--- config.mk ---
export PLATFORM = sky130hd
export DESIGN_NAME = bprc_core
export DESIGN_NICKNAME = d
export VERILOG_FILES = /design/src/include/bprc_pkg.sv /design/src/bprc_sync3.sv /design/src/bprc_core.sv
export VERILOG_INCLUDE_DIRS = /design/src /design/src/include
export SDC_FILE = /design/constraint.sdc
export NUM_CORES = 1
export LEC_CHECK = 0
export BUFFER_PORTS_ARGS = -buffer_cell sky130_fd_sc_hd__buf_2
export CORE_MARGIN = 8
export CORE_UTILIZATION = 60
export CTS_BUF_LIST = sky130_fd_sc_hd__clkbuf_2 sky130_fd_sc_hd__clkbuf_4 sky130_fd_sc_hd__clkbuf_8
export DETAILED_ROUTE_END_ITERATION = 8
export PLACE_DENSITY = 0.8
export SLEW_MARGIN = 15
export SYNTH_ARGS = -nofsm -noshare
export SYNTH_HDL_FRONTEND = slang
export SYNTH_SLANG_ARGS = --single-unit
--- constraint.sdc ---
create_clock -name ref_clk -period 3.1 [get_ports ref_clk]
set_clock_uncertainty 0.2 [all_clocks]
set_input_delay 0.155 -clock ref_clk [delete_from_list [all_inputs] [get_ports ref_clk]]
set_output_delay 0.155 -clock ref_clk [all_outputs]
set_load 0.01 [all_outputs]
--- src/include/bprc_cfg.svh ---
// register map, field positions, reset values and timing counts
`ifndef BPRC_CFG_SVH
`define BPRC_CFG_SVH

// protection setting register
`define BPRC_ADDR_W          6
`define BPRC_ADDR_PROT       6'h1b
`define BPRC_PROT_RESET      8'h44
`define BPRC_CB_IV_LSB       6
`define BPRC_CB_OC_LSB       4
`define BPRC_IB_IV_LSB       2
`define BPRC_IB_OC_LSB       0

// fault flag bit positions
`define BPRC_NFLAG           7
`define BPRC_IB_OV           0
`define BPRC_IB_OC           1
`define BPRC_IB_LV           2
`define BPRC_CB_OV           3
`define BPRC_CB_OC           4
`define BPRC_CB_LV           5
`define BPRC_ALR_OV          6

// clock and times in ns
`define BPRC_CLK_NS          100
`define BPRC_T_FIX_MASK_NS   92000
`define BPRC_T_OC_SHORT_NS   122000
`define BPRC_T_OC_MID_NS     610000
`define BPRC_T_OC_LONG_NS    1098000
`define BPRC_T_IV_0_NS       15600000
`define BPRC_T_IV_1_NS       31200000
`define BPRC_T_IV_2_NS       124900000
`define BPRC_T_IV_3_NS       249900000
`define BPRC_T_RST_DLY_NS    12000000

// cycle counts, least times rounded up
`define BPRC_CYC(t)          (((t) + `BPRC_CLK_NS - 1) / `BPRC_CLK_NS)
`define BPRC_FIX_MASK_CYC    `BPRC_CYC(`BPRC_T_FIX_MASK_NS)
`define BPRC_OC_SHORT_CYC    `BPRC_CYC(`BPRC_T_OC_SHORT_NS)
`define BPRC_OC_MID_CYC      `BPRC_CYC(`BPRC_T_OC_MID_NS)
`define BPRC_OC_LONG_CYC     `BPRC_CYC(`BPRC_T_OC_LONG_NS)
`define BPRC_IV_0_CYC        `BPRC_CYC(`BPRC_T_IV_0_NS)
`define BPRC_IV_1_CYC        `BPRC_CYC(`BPRC_T_IV_1_NS)
`define BPRC_IV_2_CYC        `BPRC_CYC(`BPRC_T_IV_2_NS)
`define BPRC_IV_3_CYC        `BPRC_CYC(`BPRC_T_IV_3_NS)
`define BPRC_RST_DLY_CYC     `BPRC_CYC(`BPRC_T_RST_DLY_NS)

`endif

--- src/include/bprc_pkg.sv ---
// types shared by the protection and retry control block
package bprc_pkg;

    // gray order along run -> arm -> off -> try -> run
    typedef enum logic [1:0] {
        st_run = 2'b00,
        st_arm = 2'b01,
        st_off = 2'b11,
        st_try = 2'b10
    } bprc_state_e;

endpackage

--- src/bprc_sync3.sv ---
// three-stage synchroniser, output follows once stages two and three agree
module bprc_sync3 #(
    parameter int WIDTH = 1
) (
    input  wire logic             ref_clk,
    input  wire logic             rst,
    input  wire logic             clk_en,
    input  wire logic [WIDTH-1:0] din,
    output logic      [WIDTH-1:0] dout
);

    typedef struct packed {
        logic [WIDTH-1:0] s1;
        logic [WIDTH-1:0] s2;
        logic [WIDTH-1:0] s3;
        logic [WIDTH-1:0] val;
    } bprc_sync_s;

    bprc_sync_s sync_q;
    bprc_sync_s sync_d;

    always_comb begin
        sync_d     = sync_q;
        sync_d.s1  = din;
        sync_d.s2  = sync_q.s1;
        sync_d.s3  = sync_q.s2;
        // stage one stays out of the compare to keep metastability contained
        sync_d.val = (~(sync_q.s2 ^ sync_q.s3) & sync_q.s3)
                   | ((sync_q.s2 ^ sync_q.s3) & sync_q.val);
    end

    always_ff @(posedge ref_clk) begin
        if (rst) begin
            sync_q <= '0;
        end else if (clk_en) begin
            sync_q <= sync_d;
        end
    end

    assign dout = sync_q.val;

endmodule

--- src/bprc_core.sv ---
// buck fault protection, retry control and core rail reset generation
//
// What this block does
// - any buck out-of-range detection sets its status flag and interrupt
// - intermediate buck over-voltage halts switching of both bucks at once
// - intermediate over-current or low voltage past mask enters retry mode
// - fixed 92us mask for low voltage and core fault; current mask set
// - intermediate buck in protect retries at its programmed interval
// - retry with fault cause gone returns intermediate buck to normal
// - core buck or analog regulator over-voltage forces intermediate protect
// - interrupt goes low before intermediate buck enters protect mode
// - core over-current or low voltage past mask enters retry mode
// - core buck in protect retries at its own programmed interval
// - core buck over-voltage halts switching of both bucks
// - interrupt goes low before core buck enters protect mode
// - optional core low-voltage reset, held while low, released 12ms later
// - setting register 1bh holds four two-bit interval and mask fields
// - interval codes select 15.6, 31.2 (default), 124.9, 249.9 ms
// - mask codes select 122 (default), 122, 610, 1098 us
// - setting register survives system reset, set back to 44h only by rst
`include "bprc_cfg.svh"

module bprc_core #(
    parameter int CNT_W        = 22,
    parameter int FIX_MASK_CYC = `BPRC_FIX_MASK_CYC,
    parameter int OC_SHORT_CYC = `BPRC_OC_SHORT_CYC,
    parameter int OC_MID_CYC   = `BPRC_OC_MID_CYC,
    parameter int OC_LONG_CYC  = `BPRC_OC_LONG_CYC,
    parameter int IV_0_CYC     = `BPRC_IV_0_CYC,
    parameter int IV_1_CYC     = `BPRC_IV_1_CYC,
    parameter int IV_2_CYC     = `BPRC_IV_2_CYC,
    parameter int IV_3_CYC     = `BPRC_IV_3_CYC,
    parameter int RST_DLY_CYC  = `BPRC_RST_DLY_CYC
) (
    input  wire logic                     ref_clk,
    input  wire logic                     rst,
    input  wire logic                     clk_en,
    input  wire logic                     ib_ov_det,
    input  wire logic                     ib_oc_det,
    input  wire logic                     ib_lv_det,
    input  wire logic                     cb_ov_det,
    input  wire logic                     cb_oc_det,
    input  wire logic                     cb_lv_det,
    input  wire logic                     alr_ov_det,
    input  wire logic                     core_lv_reset_en,
    input  wire logic [`BPRC_ADDR_W-1:0]  reg_addr,
    input  wire logic [7:0]               reg_wdata,
    input  wire logic                     reg_wr,
    input  wire logic [`BPRC_NFLAG-1:0]   flag_clear,
    output logic      [7:0]               reg_rdata,
    output logic      [`BPRC_NFLAG-1:0]   fault_flags,
    output logic                          fault_interrupt_n,
    output logic                          intermediate_buck_switch_en,
    output logic                          core_buck_switch_en,
    output logic                          intermediate_buck_protect,
    output logic                          core_buck_protect,
    output logic                          system_reset_n
);

    localparam int NCH = 2;

    typedef logic [CNT_W-1:0] bprc_cnt_t;

    typedef struct packed {
        logic [7:0]                        prot;
        logic [7:0]                        rdata;
        logic [`BPRC_NFLAG-1:0]            flags;
        logic                              int_n;
        bprc_pkg::bprc_state_e [NCH-1:0]   st;
        logic [NCH-1:0][CNT_W-1:0]         oc_cnt;
        logic [NCH-1:0][CNT_W-1:0]         lv_cnt;
        logic [CNT_W-1:0]                  cbov_cnt;
        logic [NCH-1:0][CNT_W-1:0]         tmr;
        logic [NCH-1:0]                    sw_en;
        logic [NCH-1:0]                    prot_mode;
        logic                              rst_n;
        logic [CNT_W-1:0]                  rst_cnt;
    } bprc_core_s;

    bprc_core_s              core_q;
    bprc_core_s              core_d;

    logic [`BPRC_NFLAG-1:0]  det_raw;
    logic [`BPRC_NFLAG-1:0]  det;
    logic                    halt;
    logic                    cbov_exp;
    logic [NCH-1:0]          cond_oc;
    logic [NCH-1:0]          cond_lv;
    logic [NCH-1:0]          hard_raw;
    logic [NCH-1:0]          hard_trig;
    logic [NCH-1:0]          oc_exp;
    logic [NCH-1:0]          lv_exp;
    logic [NCH-1:0]          trig;
    logic [NCH-1:0]          cause;
    bprc_cnt_t [NCH-1:0]     oc_last;
    bprc_cnt_t [NCH-1:0]     iv_last;

    // last count of a window, never below zero
    function automatic bprc_cnt_t last_f(input int cyc);
        last_f = (cyc > 1) ? CNT_W'(cyc - 1) : '0;
    endfunction

    function automatic bprc_cnt_t oc_mask_f(input logic [1:0] sel);
        case (sel)
            2'b10:   oc_mask_f = last_f(OC_MID_CYC);
            2'b11:   oc_mask_f = last_f(OC_LONG_CYC);
            default: oc_mask_f = last_f(OC_SHORT_CYC);
        endcase
    endfunction

    function automatic bprc_cnt_t iv_f(input logic [1:0] sel);
        case (sel)
            2'b00:   iv_f = last_f(IV_0_CYC);
            2'b10:   iv_f = last_f(IV_2_CYC);
            2'b11:   iv_f = last_f(IV_3_CYC);
            default: iv_f = last_f(IV_1_CYC);
        endcase
    endfunction

    // detector outputs come from the analog side, so they are resynchronised
    assign det_raw[`BPRC_IB_OV]  = ib_ov_det;
    assign det_raw[`BPRC_IB_OC]  = ib_oc_det;
    assign det_raw[`BPRC_IB_LV]  = ib_lv_det;
    assign det_raw[`BPRC_CB_OV]  = cb_ov_det;
    assign det_raw[`BPRC_CB_OC]  = cb_oc_det;
    assign det_raw[`BPRC_CB_LV]  = cb_lv_det;
    assign det_raw[`BPRC_ALR_OV] = alr_ov_det;

    bprc_sync3 #(
        .WIDTH (`BPRC_NFLAG)
    ) u_det_sync (
        .ref_clk (ref_clk),
        .rst     (rst),
        .clk_en  (clk_en),
        .din     (det_raw),
        .dout    (det)
    );

    // cause decode, channel 0 intermediate buck, channel 1 core buck
    always_comb begin
        halt = det[`BPRC_IB_OV] | det[`BPRC_CB_OV];
        cond_oc[0]  = det[`BPRC_IB_OC];
        cond_oc[1]  = det[`BPRC_CB_OC];
        cond_lv[0]  = det[`BPRC_IB_LV];
        cond_lv[1]  = det[`BPRC_CB_LV];
        hard_raw[0] = det[`BPRC_IB_OV] | det[`BPRC_ALR_OV]
                    | det[`BPRC_CB_OV];
        hard_raw[1] = 1'b0;
        // core over-voltage reaches the intermediate buck after 92us
        cbov_exp = det[`BPRC_CB_OV]
                 && (core_q.cbov_cnt >= last_f(FIX_MASK_CYC));
        hard_trig[0] = det[`BPRC_IB_OV] | det[`BPRC_ALR_OV]
                     | cbov_exp;
        hard_trig[1] = 1'b0;
        oc_last[0] = oc_mask_f(core_q.prot[`BPRC_IB_OC_LSB +: 2]);
        oc_last[1] = oc_mask_f(core_q.prot[`BPRC_CB_OC_LSB +: 2]);
        iv_last[0] = iv_f(core_q.prot[`BPRC_IB_IV_LSB +: 2]);
        iv_last[1] = iv_f(core_q.prot[`BPRC_CB_IV_LSB +: 2]);
        for (int c = 0; c < NCH; c++) begin
            oc_exp[c] = cond_oc[c] && (core_q.oc_cnt[c] >= oc_last[c]);
            lv_exp[c] = cond_lv[c]
                      && (core_q.lv_cnt[c] >= last_f(FIX_MASK_CYC));
            trig[c]   = oc_exp[c] | lv_exp[c] | hard_trig[c];
            cause[c]  = cond_oc[c] | cond_lv[c] | hard_raw[c];
        end
    end

    always_comb begin
        core_d = core_q;

        // setting register, untouched by the system reset output
        if (reg_wr && (reg_addr == `BPRC_ADDR_PROT)) begin
            core_d.prot = reg_wdata;
        end
        // unmapped addresses read zero
        core_d.rdata = (reg_addr == `BPRC_ADDR_PROT) ? core_q.prot : 8'h00;

        // a detection in the clearing cycle keeps its flag
        core_d.flags = (core_q.flags & ~flag_clear) | det;
        core_d.int_n = ~|core_d.flags;

        // mask timers, zeroed as soon as the condition drops
        if (!det[`BPRC_CB_OV]) begin
            core_d.cbov_cnt = '0;
        end else if (!cbov_exp) begin
            core_d.cbov_cnt = core_q.cbov_cnt + 1'b1;
        end

        for (int c = 0; c < NCH; c++) begin
            if (!cond_oc[c]) begin
                core_d.oc_cnt[c] = '0;
            end else if (!oc_exp[c]) begin
                core_d.oc_cnt[c] = core_q.oc_cnt[c] + 1'b1;
            end
            if (!cond_lv[c]) begin
                core_d.lv_cnt[c] = '0;
            end else if (!lv_exp[c]) begin
                core_d.lv_cnt[c] = core_q.lv_cnt[c] + 1'b1;
            end

            case (core_q.st[c])
                bprc_pkg::st_run: begin
                    if (trig[c]) begin
                        core_d.st[c] = bprc_pkg::st_arm;
                    end
                end
                // flag and interrupt land here, one cycle ahead of protect
                bprc_pkg::st_arm: begin
                    core_d.st[c]  = bprc_pkg::st_off;
                    core_d.tmr[c] = '0;
                end
                bprc_pkg::st_off: begin
                    if (core_q.tmr[c] >= iv_last[c]) begin
                        core_d.st[c]  = bprc_pkg::st_try;
                        core_d.tmr[c] = '0;
                    end else begin
                        core_d.tmr[c] = core_q.tmr[c] + 1'b1;
                    end
                end
                // restart attempt judged after one fixed mask window
                bprc_pkg::st_try: begin
                    if (core_q.tmr[c] >= last_f(FIX_MASK_CYC)) begin
                        core_d.tmr[c] = '0;
                        if (cause[c]) begin
                            core_d.st[c] = bprc_pkg::st_off;
                        end else begin
                            core_d.st[c] = bprc_pkg::st_run;
                        end
                    end else begin
                        core_d.tmr[c] = core_q.tmr[c] + 1'b1;
                    end
                end
                default: begin
                    core_d.st[c]  = bprc_pkg::st_off;
                    core_d.tmr[c] = '0;
                end
            endcase

            core_d.prot_mode[c] = (core_d.st[c] == bprc_pkg::st_off)
                                | (core_d.st[c] == bprc_pkg::st_try);
            // buck over-voltage wins over any state, both bucks stop together
            core_d.sw_en[c] = ((core_d.st[c] == bprc_pkg::st_run)
                            | (core_d.st[c] == bprc_pkg::st_try))
                            & ~halt;
        end

        // core rail reset, held while low and for the delay after recovery
        if (core_lv_reset_en && det[`BPRC_CB_LV]) begin
            core_d.rst_n   = 1'b0;
            core_d.rst_cnt = '0;
        end else if (!core_q.rst_n) begin
            if (core_q.rst_cnt >= last_f(RST_DLY_CYC)) begin
                core_d.rst_n   = 1'b1;
                core_d.rst_cnt = '0;
            end else begin
                core_d.rst_cnt = core_q.rst_cnt + 1'b1;
            end
        end
    end

    always_ff @(posedge ref_clk) begin
        if (rst) begin
            core_q           <= '0;
            core_q.prot      <= `BPRC_PROT_RESET;
            core_q.int_n     <= 1'b1;
            core_q.st        <= {NCH{bprc_pkg::st_run}};
            core_q.sw_en     <= {NCH{1'b1}};
            core_q.rst_n     <= 1'b1;
        end else if (clk_en) begin
            core_q <= core_d;
        end
    end

    assign reg_rdata                   = core_q.rdata;
    assign fault_flags                 = core_q.flags;
    assign fault_interrupt_n           = core_q.int_n;
    assign intermediate_buck_switch_en = core_q.sw_en[0];
    assign core_buck_switch_en         = core_q.sw_en[1];
    assign intermediate_buck_protect   = core_q.prot_mode[0];
    assign core_buck_protect           = core_q.prot_mode[1];
    assign system_reset_n              = core_q.rst_n;

endmodule

==> results.md <==
Run status:
- The run finished with clean final reports.

Worst setup path:
- The slowest stage of the critical path belongs to the cell sky130_fd_sc_hd__a2111oi_2.
- The critical path is of the flip-flop to flip-flop type.
- The buffers plus inverters on the worst setup path is 3.
- The critical path depth in cells is 11.
- At the worst endpoint, the required time is 3320 ps.
- For this run, the slowest stage of the critical path takes 340 ps.
- The cell family with the largest share of critical-path delay is compound AO/OA/AOI/OAI gates.
- The worst setup path is launched from a flip-flop.
- Data on the critical path arrives at its endpoint at 3190 ps.
- For the worst flop-to-flop path, the logic depth is 11.
- The worst-path maximum fanout is 3.
- The signal on the critical path passes through inv_1 > buf_4 > ha_1 > ha_4 > a21o_1 > a21o_1 > a2111oi_2 > o2111ai_1 > buf_4 > a32o_1 > a221o_1.
- The worst setup path is captured at a flip-flop.

STA:
- The setup-violating endpoint count in the final report is 0.
- The worst pin sits at a relative slew slack of 0.4373.
- Dividing the final minimum period by the clock period gives 0.9581.
- At the pin with the least slew margin, the transition time is 838.5 ps.
- The final number of hold-violating endpoints is 0.
- The maximum operating frequency is 336.7 MHz.
- Hold timing on the final database bottoms out at a slack of 121.1 ps.
- The clock period could shrink to 2970 ps.
- The number of slew-limit violations in the final report is 0.

Global routing:
- For this run, global-route usage on met2 was measured as 0.3724.
- The routing usage on met1 is 0.2722.
- After global routing, the most crowded layer is met2.
- Summed over all layers, the global routing overflow is 0.
- The number of global-route vias before repair was 9,653.
- The first global-routing pass estimated 45,100 um of wire.
- For met3 alone, demand over resource in global routing was 0.04266.
- In the global route stage, overall resource usage came out at 0.2192.
- The maximum number of pins on one net before global-route repair is 50.
- The initial antenna violation count was 0.

Finish:
- Leaving out fill and tap cells, the most frequent cell in the layout is sky130_fd_sc_hd__dfxtp_1.
- Of the cells placed in the final design, the portion with a size suffix greater than 1 is 0.1258.
- Summing all non-filler instances in the final layout gives an area of 13,480 sq um.
- The number of antenna repair diodes is 0.
- After the last flow step, the layout net total stands at 1,568.
- Leaving out fill and tap cells, the most frequent cells in the layout are sky130_fd_sc_hd__dfxtp_1, sky130_fd_sc_hd__nor2_1, sky130_fd_sc_hd__nand2_1, sky130_fd_sc_hd__a21oi_1.
- The layout has 1,514 filler cells.
- The area added between synthesis and finish is 15.17%.

Yosys:
- Each instance of the synthesized netlist takes up on average 8.536 sq um.
- For this run, the number of Yosys warnings is 0.
- For this run, the leading register cell type out of synthesis is sky130_fd_sc_hd__dfxtp_1.
- Sorting the synthesized cells by area gives the leading types as sky130_fd_sc_hd__dfxtp_1, sky130_fd_sc_hd__ha_1, sky130_fd_sc_hd__nor2_1.
- The synthesized design contains 0 enable-type register cells.
- Counting every net in the synthesized netlist gives 1,472.
- The post-synthesis instance total is 1,371.
- The flop and latch count out of synthesis is 236.
- The share of synthesized area in the top cell type comes to 0.4037.
- The cell area after technology mapping is 11,700 sq um.
- For this run, the register share of the synthesized area comes to 0.4037.
- The fraction of registers with async set/reset is 0.
- Summed over all instances, the cell type with the most area after synthesis is sky130_fd_sc_hd__dfxtp_1.
- After synthesis, the netlist uses 79 different library cells.

Drt:
- The count of nets left with antenna violations once routing finished came out at 0.
- The detailed router placed 9,979 vias in this run.
- The DRC violation total after the first TritonRoute iteration is 631.
- Using the TritonRoute via totals, the vias-per-cell ratio works out to 5.673.
- After detailed routing, the average wire length per cell comes to 15.18 um.
- The number of remaining DRC errors is 0.
- The routed design has 26,700 um of wire.
- The number of detailed-routing iterations run before antenna repair is 6.

Worst hold path:
- The class of the tightest hold or removal check is input port to flip-flop.
- The worst hold path passes through 5 cells.

Floorplanning:
- 54 I/O pins were placed.
- In this run the standard cell core region covers 19,270 sq um.
- From bottom edge to top edge, the die measures 155.7 um.
- The die is 155.7 um wide.
- After floorplanning, the core was divided into 51 placement rows.
- The die outline area is 24,230 sq um.
- The initial core utilization is 0.6073.

Power:
- Power spread over the standard cell area amounts to 454.7 nW/um^2.
- Summed over all cells, the static leakage comes to 5.379 nW.
- The largest voltage drop on the vdd net is 0.3984 mV.

Clock network:
- The root cell of the clock tree is sky130_fd_sc_hd__clkbuf_8.
- Counting every sink on the clock net gives 236.
- The number of clock buffers added by TritonCTS is 39.
- The later pin in the worst-skew pair is clocked with a latency of 550 ps.
- After clock tree synthesis, the clock-pin slew on the worst setup and hold paths is 60 ps.
- The TritonCTS clock tree is done.
- No sink is reached through more buffers than the 3 on the longest clock path.
- The H-tree depth is 2.

Placed design:
- Port buffering added 53 buffers.
- The post-placement cell area is 12,170 sq um.
- The placed wire-length estimate is 18,150 um.
- At the end of routability-driven placement, the weighted congestion stood at 0.9130.

Run:
- The number of maximum-capacitance constraint violations is 0.
==> state kept, by name, indices dropped and copies added (netlist names), named ones only <==
name	count
core_q	187
reg_rdata	8
system_reset_n	1
core_buck_switch_en	1
fault_flags	7
u_det_sync.sync_d	14
u_det_sync.sync_q	7
intermediate_buck_switch_en	1
intermediate_buck_protect	1
fault_interrupt_n	1
core_buck_protect	1
==> per-layer routing <==
| metal | up-vias | part of all wire |
|---|---|---|
| met5 | - | 0 |
| met4 | 0 | 0.020 |
| met3 | 44 | 0.046 |
| met2 | 202 | 0.48 |
| met1 | 4674 | 0.45 |
| li1 | 5059 | - |
==> worst reg2reg max path, cell delays in order (launching register included) <==
cell and delay [ps]:
sky130_fd_sc_hd__dfxtp_1 330, sky130_fd_sc_hd__inv_1 70, sky130_fd_sc_hd__buf_4 150, sky130_fd_sc_hd__ha_1 240, sky130_fd_sc_hd__ha_4 230, sky130_fd_sc_hd__a21o_1 190, sky130_fd_sc_hd__a21o_1 180, sky130_fd_sc_hd__a2111oi_2 340
sky130_fd_sc_hd__o2111ai_1 210, sky130_fd_sc_hd__buf_4 170, sky130_fd_sc_hd__a32o_1 230, sky130_fd_sc_hd__a221o_1 310
==> report_power, final <==
group          internal (mW)  switching, mW  total, mW
combinational         0.0880          0.147      0.235
sequential              3.05         0.0117       3.06
clock                   1.60           1.24       2.83
==> cells in the mapped netlist (6+ instances only) <==
library cell / instances
sky130_fd_sc_hd__clkbuf_1: 37
sky130_fd_sc_hd__or3_1: 10
sky130_fd_sc_hd__a22oi_1: 14
sky130_fd_sc_hd__and4_1: 7
sky130_fd_sc_hd__nand2b_1: 13
sky130_fd_sc_hd__nand4_1: 29
sky130_fd_sc_hd__nand3_1: 67
sky130_fd_sc_hd__buf_2: 10
sky130_fd_sc_hd__nand2_1: 136
sky130_fd_sc_hd__nor2_1: 179
sky130_fd_sc_hd__a211o_1: 6
sky130_fd_sc_hd__inv_1: 44
sky130_fd_sc_hd__and2_1: 44
sky130_fd_sc_hd__xnor2_1: 37
sky130_fd_sc_hd__a31oi_1: 16
sky130_fd_sc_hd__buf_4: 15
sky130_fd_sc_hd__a21o_1: 9
sky130_fd_sc_hd__mux2i_1: 24
sky130_fd_sc_hd__o21ai_0: 54
sky130_fd_sc_hd__xor2_1: 33
sky130_fd_sc_hd__ha_1: 68
sky130_fd_sc_hd__dfxtp_1: 236
sky130_fd_sc_hd__a41oi_1: 9
sky130_fd_sc_hd__nor4_1: 24
sky130_fd_sc_hd__nor3_1: 30
sky130_fd_sc_hd__and3_1: 25
sky130_fd_sc_hd__a21oi_1: 77
sky130_fd_sc_hd__a211oi_1: 9
==> final cells by class <==
cell class                 count  area (sq um)  share of cell area
clock inverter                 6         37.54            0.002785
tap                          265         331.6             0.02460
clock buffer                  62         778.2             0.05774
timing repair buffer         124         925.9             0.06870
sequential                   236          4725              0.3505
inverter                      45         168.9             0.01253
multi-input combinational   1021          6511              0.4831
==> cells by family after synthesis <==
group                    count (synthesis)  synth area share
AND/OR/NAND/NOR                        599            0.2521
AO/OA/AOI/OAI                          260            0.1548
flip-flops                             236            0.4037
buffers and inverters                  114           0.04373
XOR/XNOR                                70           0.05239
adder cells (fa/ha/maj)                 68           0.07270
multiplexers                            24           0.02053
==> path summary, 6_finish.rpt <==
| kind | slack (ps) | to | start |
|---|---|---|---|
| setup / recovery | 130 | core_buck_switch_en$_SDFFE_PP1P_ | core_q[207]$_SDFFE_PP1P_ |
| hold / removal | 120 | reg_rdata[2]$_SDFFE_PP0P_ | reg_addr[0] |
| setup reg to reg | 130 | core_buck_switch_en$_SDFFE_PP1P_ | core_q[207]$_SDFFE_PP1P_ |
| hold reg to reg | 260 | core_q[179]$_SDFFE_PP0P_ | core_q[179]$_SDFFE_PP0P_ |
==> stage by stage <==
step	utilization	TNS, ps	std cells	total power [mW]	setup slack (ps)
floorplan	-	0	1371	3.254	196.8
finish	0.6994	0	1759	6.129	130.0
global placement	0.6313	0	1648	3.323	3.146
global route	0.6994	-248.5	1759	6.344	-23.22
CTS	0.6952	0	1757	6.177	42.00
detailed placement	0.6313	-1680	1648	3.327	-124.8
==> repair_timing <==
item | CTS | global route
hold buffers | 41 | 0
gates resized for setup | 1 | 6
setup endpoints to repair | 16 | 40
buffers inserted | 0 | 2
endpoints found under the hold margin | 37 | 0
pin swaps | 0 | 4
Power figures use the tool's default switching activity.
